==> src/wdog_pkg.sv <==
package wdog_pkg;
    // Timing: system clock and low-frequency oscillator rates
    localparam int SYS_CLK_HZ = 10_000_000;
    localparam int LFOSC_HZ = 31_000;
    // Oscillator period in system cycles, rounded down
    localparam int LF_DIV = SYS_CLK_HZ / LFOSC_HZ;
    localparam int LF_DIV_W = 16;
    // 1:32 prescale gives the 1 ms nominal base interval
    localparam int BASE_SHIFT = 5;
    localparam int CNT_W = 24;
    localparam logic [4:0] SEL_MAX = 5'h12;
    localparam logic [4:0] SEL_RST = 5'h0B;
    // Register byte addresses
    localparam int ADDR_W = 8;
    localparam logic [7:0] ADDR_CTRL = 8'h00;
    localparam logic [7:0] ADDR_STAT = 8'h04;
    localparam logic [7:0] ADDR_CNT = 8'h08;
    localparam logic [7:0] ADDR_IRQ_STS = 8'h0C;
    localparam logic [7:0] ADDR_IRQ_MSK = 8'h10;
    // Control register fields
    localparam int CTRL_SWEN_BIT = 0;
    localparam int CTRL_SEL_LSB = 1;
    // Status register fields
    localparam int STAT_ACTIVE_BIT = 0;
    localparam int STAT_TO_BIT = 1;
    localparam int STAT_PD_BIT = 2;
    localparam int STAT_SLEEP_BIT = 3;
    // Interrupt bits: awake time-out, time-out wake from sleep
    localparam int IRQ_W = 2;
    localparam int IRQ_RST_BIT = 0;
    localparam int IRQ_WAKE_BIT = 1;
    localparam logic [1:0] RESP_OKAY = 2'h0;
    localparam logic [1:0] RESP_SLVERR = 2'h2;

    // Watchdog mode configuration encodings
    typedef enum logic [1:0] {
        MODE_OFF = 2'b00,
        MODE_SW = 2'b01,
        MODE_NOSLEEP = 2'b10,
        MODE_ON = 2'b11
    } wdog_mode_t;

    // Core-side events and levels, all on the system clock
    typedef struct packed {
        logic clear_watchdog_instruction;
        logic sleep;
        logic osc_fail;
        logic oscillator_startup_timer;
    } core_evt_t;

    // Reset and wake requests and status flags driven back to the core
    typedef struct packed {
        logic reset_request;
        logic wake;
        logic timeout_status_flag;
        logic powerdown_status_flag;
    } core_out_t;
endpackage

==> src/watchdog_timer.sv <==
module watchdog_timer #(
    parameter int P_LF_DIV = wdog_pkg::LF_DIV
) (
    input wire logic i_sys_clk,
    input wire logic i_rst_n,
    input wire logic [1:0] i_watchdog_mode_config,
    input wire wdog_pkg::core_evt_t i_core,
    output wdog_pkg::core_out_t o_core,
    output logic o_irq,
    input wire logic i_awvalid,
    output logic o_awready,
    input wire logic [wdog_pkg::ADDR_W-1:0] i_awaddr,
    input wire logic i_wvalid,
    output logic o_wready,
    input wire logic [31:0] i_wdata,
    input wire logic [3:0] i_wstrb,
    output logic o_bvalid,
    input wire logic i_bready,
    output logic [1:0] o_bresp,
    input wire logic i_arvalid,
    output logic o_arready,
    input wire logic [wdog_pkg::ADDR_W-1:0] i_araddr,
    output logic o_rvalid,
    input wire logic i_rready,
    output logic [31:0] o_rdata,
    output logic [1:0] o_rresp
);
    import wdog_pkg::*;

    typedef struct packed {
        logic [LF_DIV_W-1:0] lf_div;
        logic [CNT_W-1:0] cnt;
        logic sleep_q;
        logic reset_req;
        logic wake;
        logic to_flag;
        logic pd_flag;
        logic [4:0] sel;
        logic swen;
        logic [IRQ_W-1:0] irq_sts;
        logic [IRQ_W-1:0] irq_msk;
        logic aw_held;
        logic [ADDR_W-1:0] aw_addr;
        logic w_held;
        logic [31:0] w_data;
        logic [3:0] w_strb;
        logic bvalid;
        logic [1:0] bresp;
        logic rvalid;
        logic [31:0] rdata;
        logic [1:0] rresp;
    } state_t;

    // All block state but the reset synchroniser in one struct: one always_comb fills it, one always_ff holds it
    state_t s_r;
    state_t s_nxt;
    logic [1:0] rst_sync_r;
    logic rst_n;
    logic lf_tick;
    logic active;
    logic sleep_edge;
    logic wdt_clear;
    logic timeout;
    logic wr_do;
    logic [CNT_W-1:0] limit;
    wdog_mode_t mode;

    // Time-out length in oscillator ticks for a period code
    function automatic logic [CNT_W-1:0] period_ticks(input logic [4:0] sel);
        logic [CNT_W-1:0] one;
        one = CNT_W'(1);
        if (sel > SEL_MAX) begin
            period_ticks = one << BASE_SHIFT;
        end else begin
            period_ticks = one << (BASE_SHIFT + int'(sel));
        end
    endfunction

    // Register read decode, shared by the read channel
    function automatic logic [32:0] reg_read(input logic [ADDR_W-1:0] a, input state_t s,
                                             input logic act);
        reg_read = {1'b0, 32'h0000_0000};
        case (a)
            ADDR_CTRL: reg_read[7:0] = {2'b00, s.sel, s.swen};
            ADDR_STAT: reg_read[3:0] = {s.sleep_q, s.pd_flag, s.to_flag, act};
            ADDR_CNT: reg_read[CNT_W-1:0] = s.cnt;
            ADDR_IRQ_STS: reg_read[IRQ_W-1:0] = s.irq_sts;
            ADDR_IRQ_MSK: reg_read[IRQ_W-1:0] = s.irq_msk;
            default: reg_read[32] = 1'b1;
        endcase
    endfunction

    // Reset release through two flops; assertion stays asynchronous
    always_ff @(posedge i_sys_clk or negedge i_rst_n) begin
        if (!i_rst_n) begin
            rst_sync_r <= 2'b00;
        end else begin
            rst_sync_r <= {rst_sync_r[0], 1'b1};
        end
    end
    assign rst_n = rst_sync_r[1];

    // Mode decode; sleep only matters in mode 10
    // Configuration word comes from logic on this clock, so it needs no synchroniser
    always_comb begin
        mode = wdog_mode_t'(i_watchdog_mode_config);
        case (mode)
            MODE_ON: active = 1'b1;
            MODE_NOSLEEP: active = !i_core.sleep;
            MODE_SW: active = s_r.swen;
            MODE_OFF: active = 1'b0;
            default: active = 1'b0;
        endcase
    end

    // Tick and clear conditions; oscillator divider free-runs, no sys divider feeds it
    assign lf_tick = (s_r.lf_div == '0);
    assign sleep_edge = i_core.sleep ^ s_r.sleep_q;
    assign limit = period_ticks(s_r.sel);
    // A clear in the same cycle wins, since the firmware did service the watchdog;
    // >= lets a period code shortened below the running count still fire on the next oscillator tick
    assign timeout = active && lf_tick && !wdt_clear
                   && (s_r.cnt >= limit - CNT_W'(1));
    assign wdt_clear = i_core.clear_watchdog_instruction || sleep_edge
                     || i_core.osc_fail || !active
                     || i_core.oscillator_startup_timer;
    // A write commits once both halves are held and no response is pending
    assign wr_do = s_r.aw_held && s_r.w_held && !s_r.bvalid;

    // Next-state logic for counter, flags and register bus
    always_comb begin
        logic [32:0] rd;
        logic [IRQ_W-1:0] irq_set;
        logic [IRQ_W-1:0] irq_clr;
        rd = '0;
        irq_set = '0;
        irq_clr = '0;
        s_nxt = s_r;
        s_nxt.sleep_q = i_core.sleep;
        s_nxt.reset_req = 1'b0;
        s_nxt.wake = 1'b0;
        // Divider reloads forever; it is the independent time base
        if (lf_tick) begin
            s_nxt.lf_div = LF_DIV_W'(P_LF_DIV - 1);
        end else begin
            s_nxt.lf_div = s_r.lf_div - LF_DIV_W'(1);
        end
        // Counter: clear wins, then time-out restart, then count
        if (wdt_clear || timeout) begin
            s_nxt.cnt = '0;
        end else if (lf_tick) begin
            s_nxt.cnt = s_r.cnt + CNT_W'(1);
        end
        // Status flags follow sleep entry, clear instruction and time-out
        // A time-out never meets a clear in one cycle; a clear with sleep entry leaves pd_flag at 0, as sleep entry comes later
        if (i_core.clear_watchdog_instruction) begin
            s_nxt.to_flag = 1'b1;
            s_nxt.pd_flag = 1'b1;
        end
        if (i_core.sleep && !s_r.sleep_q) begin
            s_nxt.to_flag = 1'b1;
            s_nxt.pd_flag = 1'b0;
        end
        if (timeout) begin
            s_nxt.to_flag = 1'b0;
            if (i_core.sleep) begin
                s_nxt.wake = 1'b1;
                irq_set[IRQ_WAKE_BIT] = 1'b1;
            end else begin
                s_nxt.reset_req = 1'b1;
                s_nxt.pd_flag = 1'b1;
                irq_set[IRQ_RST_BIT] = 1'b1;
            end
        end
        // Write channel: address and data may arrive in either order
        if (i_awvalid && o_awready) begin
            s_nxt.aw_held = 1'b1;
            s_nxt.aw_addr = i_awaddr;
        end
        if (i_wvalid && o_wready) begin
            s_nxt.w_held = 1'b1;
            s_nxt.w_data = i_wdata;
            s_nxt.w_strb = i_wstrb;
        end
        if (wr_do) begin
            s_nxt.aw_held = 1'b0;
            s_nxt.w_held = 1'b0;
            s_nxt.bvalid = 1'b1;
            s_nxt.bresp = RESP_OKAY;
            case (s_r.aw_addr)
                ADDR_CTRL: begin
                    // Bits 7:6 have no storage, so writes there vanish
                    if (s_r.w_strb[0]) begin
                        s_nxt.swen = s_r.w_data[CTRL_SWEN_BIT];
                        s_nxt.sel = s_r.w_data[CTRL_SEL_LSB +: 5];
                    end
                end
                ADDR_IRQ_STS: begin
                    if (s_r.w_strb[0]) begin
                        irq_clr = s_r.w_data[IRQ_W-1:0];
                    end
                end
                ADDR_IRQ_MSK: begin
                    if (s_r.w_strb[0]) begin
                        s_nxt.irq_msk = s_r.w_data[IRQ_W-1:0];
                    end
                end
                ADDR_STAT, ADDR_CNT: s_nxt.bresp = RESP_OKAY;
                default: s_nxt.bresp = RESP_SLVERR;
            endcase
        end else if (s_r.bvalid && i_bready) begin
            s_nxt.bvalid = 1'b0;
        end
        // A new event beats a same-cycle write-one-to-clear
        s_nxt.irq_sts = (s_r.irq_sts & ~irq_clr) | irq_set;
        // Read channel: data the cycle after the address is taken
        if (i_arvalid && o_arready) begin
            rd = reg_read(i_araddr, s_r, active);
            s_nxt.rvalid = 1'b1;
            s_nxt.rdata = rd[31:0];
            s_nxt.rresp = rd[32] ? RESP_SLVERR : RESP_OKAY;
        end else if (s_r.rvalid && i_rready) begin
            s_nxt.rvalid = 1'b0;
        end
    end

    // Single state register; reset restores default period code
    // Flags come up set: no time-out and no sleep recorded since reset
    always_ff @(posedge i_sys_clk or negedge rst_n) begin
        if (!rst_n) begin
            s_r <= '0;
            s_r.sel <= SEL_RST;
            s_r.to_flag <= 1'b1;
            s_r.pd_flag <= 1'b1;
        end else begin
            s_r <= s_nxt;
        end
    end

    // Outputs; handshake readies are combinational
    // One held address, one held data word and one read in flight at most, so readies are just the inverted held flags and rvalid
    assign o_awready = !s_r.aw_held;
    assign o_wready = !s_r.w_held;
    assign o_arready = !s_r.rvalid;
    assign o_bvalid = s_r.bvalid;
    assign o_bresp = s_r.bresp;
    assign o_rvalid = s_r.rvalid;
    assign o_rdata = s_r.rdata;
    assign o_rresp = s_r.rresp;
    assign o_irq = |(s_r.irq_sts & s_r.irq_msk);
    assign o_core.reset_request = s_r.reset_req;
    assign o_core.wake = s_r.wake;
    assign o_core.timeout_status_flag = s_r.to_flag;
    assign o_core.powerdown_status_flag = s_r.pd_flag;
endmodule

==> config.mk <==
export PLATFORM = sky130hd
export DESIGN_NAME = watchdog_timer
export DESIGN_NICKNAME = d
export VERILOG_FILES = /design/src/wdog_pkg.sv /design/src/watchdog_timer.sv
export SDC_FILE = /design/constraint.sdc
export NUM_CORES = 1
export LEC_CHECK = 0
export BUFFER_PORTS_ARGS = -buffer_cell sky130_fd_sc_hd__buf_2
export CAP_MARGIN = 20
export CORE_MARGIN = 3
export CORE_UTILIZATION = 40
export CTS_CLUSTER_DIAMETER = 100
export CTS_CLUSTER_SIZE = 24
export DETAILED_ROUTE_END_ITERATION = 10
export SYNTH_ARGS = -nofsm -noshare
export SYNTH_HDL_FRONTEND = slang
export SYNTH_SLANG_ARGS = --single-unit
==> constraint.sdc <==
create_clock -name i_sys_clk -period 8.65 [get_ports i_sys_clk]
set_input_delay 0.4325 -clock i_sys_clk [delete_from_list [all_inputs] [get_ports i_sys_clk]]
set_output_delay 0.4325 -clock i_sys_clk [all_outputs]
set_load 0.01 [all_outputs]
==> impl_metrics.py <==
metrics = {
    "run_status": {
        "status": "finished, final reports clean",
    },
    "global_routing": {
        "grt_overflow_total": 0,
        "grt_pass1_wl_um": 23250,
        "antenna_found_initial": 0,
        "grt_usage_pct": 17.50,
        "grt_pass1_vias": 4696,
        "grt_max_degree": 55,
    },
    "yosys": {
        "synth_flop_cell": "dfrtp_1",
        "yosysWarnings": 0,
        "synth_cell_types": 55,
        "synthArstFlopShare_pct": 100.0,
        "netlist_area_um2": 6013,
        "syn_inst": 663,
        "ys_ff_latch": 102,
        "ys_seq_area_share_pct": 42.55,
        "syn_area_per_cell_um2": 9.070,
        "synth-edff-count": 0,
    },
    "worst_hold_path": {
        "min_to": "o_rvalid$_DFFE_PN0P_",
        "hold_depth": 2,
        "min_path_type": "input pin to register",
        "hp-start": "i_rready",
    },
    "finish": {
        "area_growth_pct": 8.989,
        "final_util_pct": 44.75,
        "antennaDiodeCount": 0,
        "nets": 781,
        "drive_above_1_share_pct": 18.90,
    },
    "pwr": {
        "combinationalPowerShare_pct": 16.8,
        "cell_internal_pwr_mw": 0.8385,
        "switching_power_mw": 0.3485,
        "p_seq_share_pct": 50.2,
        "leakage_nw": 2.920,
        "switching_share_pct": 29.36,
        "clockPowerShare_pct": 33.0,
        "power.density_nw_per_um2": 181.1,
        "vdd_drop_max_uv": 105.3,
    },
    "worst_setup_path": {
        "path_cells": "nand2_1 -> and3_1 -> a21oi_1 -> nor2_1 -> a31oi_1 -> ha_1 -> nand4_1 -> nor4_1 -> o21ai_0 -> o21a_1 -> nand3_1 -> o41ai_1",
        "r2r_end": "s_r[113]$_DFFE_PN0P_",
        "crit_type": "register to register",
        "r2r-start": "s_r[90]$_DFFE_PN1P_",
        "endpoint_kind": "register",
        "crit_fanout": 27,
        "r2r_cells": 12,
        "slowest_delay_ps": 800,
        "critPathRequiredTime_ps": 8880,
        "cp_slowest_cell": "o21a_1",
        "cp-start-kind": "register",
        "reg2reg_slack_ps": 4320,
        "cp.arrival_ps": 4560,
    },
    "cts": {
        "cts-hold-fix-buffers": 1,
        "path_clk_slew_ps": 70,
        "cts_root_buf": "clkbuf_16",
        "cts_setup_buffers": 0,
        "htreeDepth": 3,
        "clk_path_buf_depth": 2,
        "cts_tree": "built",
        "cts_sinks": 102,
        "cts_inserted_buffers": 9,
        "insertion_delay_ps": 350,
        "cts.repair.resized": 0,
    },
    "timing": {
        "final.setup.worst_slack_ps": 4319,
        "hold_viol": 0,
        "fin_setup_tns_ps": 0,
        "skew_ps": 10.91,
        "setup_viol": 0,
        "rsz0062_at_grt": "no",
        "maxSlewViolCount": 0,
        "period_share_pct": 50.07,
        "relSlewSlack_pct": 35.22,
        "hold_slack_ps": 259.9,
        "clock.fmax_mhz": 230.9,
        "worstMarginPinSlew_ps": 971.7,
        "fin_crit_ps": 4331,
    },
    "die": {
        "die-height_um": 128.6,
        "die_w_um": 128.6,
        "start_util_pct": 41.06,
        "dieArea_um2": 16540,
        "rows": 44,
        "core_area_um2": 14640,
        "ios": 111,
    },
    "detailed_routing": {
        "first_iter_violations": 465,
        "drc": 0,
        "routed_wl_um": 13700,
        "drt-wirelength-per-cell_um": 15.63,
        "first_pass_iters": 5,
        "vias_per_cell": 5.532,
        "num_vias": 4852,
        "ant_nets": 0,
    },
    "placement": {
        "gp_congestion": 0.8440,
        "hpwl_um": 9989,
        "preCtsSetupSlack_ps": 4458,
        "port_buffers": 71,
    },
    "job": {
        "maxCapViolCount": 0,
    },
}
worst max-delay path: cells and delay by family, from the launching register on:
family / cells / cell delay [ps]
AOI/OAI and AO/OA: 5 / 1810
and+or+nand+nor: 6 / 1390
DFF: 1 / 700
adders and majority gates: 1 / 300
synthesized netlist by cell type, types with 13 or more instances:
master,n,share of area (%)
nor2_1,35,2.2
o21ai_0,46,3.8
inv_1,17,1.1
dfrtp_1,97,40
buf_4,40,5.0
nor3_1,19,1.6
ha_1,28,5.8
clkbuf_1,33,2.1
mux2_2,27,5.1
nand2_1,95,5.9
a21oi_1,29,2.4
nand4_1,13,1.4
nand3_1,22,1.8
a31oi_1,21,2.2
per-stage QoR:
step,cells,power (mW),instance area (µm²)
6_report,877,1.187,6554
3_3_place_gp,860,0.7946,6261
3_5_place_dp,860,0.8069,6261
4_1_cts,877,1.198,6554
5_1_grt,877,1.253,6554
2_1_floorplan,677,0.7487,6066
logic make-up after synthesis:
kind of cell,synth area share [%]
buffers and inverters,8.448
and+or+nand+nor,20.54
muxes,5.888
AOI/OAI and AO/OA,14.59
other,0.1249
DFF,42.55
xor gates and xnor gates,2.039
adders and majority gates,5.826
power groups by stage:
stage / combinational [mW] / sequential, mW / clock, mW
2_1_floorplan: 0.165 / 0.584 / 0
3_3_place_gp: 0.193 / 0.602 / 0
3_5_place_dp: 0.201 / 0.606 / 0
4_1_cts: 0.202 / 0.596 / 0.400
5_1_grt: 0.225 / 0.608 / 0.420
6_report: 0.200 / 0.596 / 0.391
area by class of cell:
type,instances,area (µm²)
multi-input cells,481,3012
well taps,184,230.2
clock inverters,5,40.04
fillers,1410,8090
flip-flops and latches,102,2562
clock buffers,11,242.7
inverters,17,63.81
repair buffers,77,402.9
placed cells by master, fill, tap and decap left out, types with 7 or more instances in the layout:
| cell | synthesis | layout |
|---|---|---|
| ha_1 | 28 | 28 |
| nor2b_1 | 11 | 11 |
| xnor2_1 | 10 | 10 |
| dfrtp_1 | 97 | 96 |
| inv_1 | 17 | 17 |
| conb_1 | 2 | 16 |
| nand3_1 | 22 | 22 |
| a31oi_1 | 21 | 21 |
| buf_2 | 4 | 71 |
| mux2_2 | 27 | 27 |
| o22ai_1 | 7 | 7 |
| and3_1 | 11 | 11 |
| nor3_1 | 19 | 19 |
| or3_1 | 11 | 11 |
| nand2_1 | 95 | 95 |
| a21oi_1 | 29 | 29 |
| nand4_1 | 13 | 13 |
| nor4_1 | 9 | 9 |
| o21ai_0 | 46 | 46 |
| nor2_1 | 35 | 35 |
| clkbuf_16 | 0 | 9 |
flip-flops by register name, indices dropped and copies added, names as in the netlist:
name        count
rst_sync_r      2
o_rresp         1
o_rvalid        1
s_r            68
o_bresp         1
o_rdata        24
o_core          4
o_bvalid        1
layer usage:
metal	vias to the layer above	routed length [µm]	track usage, %
met4	0	364	8.400
met5	-	0	0
met2	127	6527	28.32
li1	2366	-	-
met1	2339	6267	23.19
met3	20	545	2.449
worst max path at each step:
| stage | cells after the start | to | start |
|---|---|---|---|
| floorplan | 16 | s_r[86]$_DFF_PN0_ | s_r[91]$_DFFE_PN0P_ |
| global placement | 12 | s_r[113]$_DFFE_PN0P_ | s_r[90]$_DFFE_PN1P_ |
| detailed placement | 12 | s_r[113]$_DFFE_PN0P_ | s_r[90]$_DFFE_PN1P_ |
| CTS | 12 | s_r[113]$_DFFE_PN0P_ | s_r[90]$_DFFE_PN1P_ |
| global route | 12 | s_r[113]$_DFFE_PN0P_ | s_r[92]$_DFFE_PN1P_ |
| finish | 12 | s_r[113]$_DFFE_PN0P_ | s_r[90]$_DFFE_PN1P_ |
Note: power is estimated with default switching activity, not from simulation.
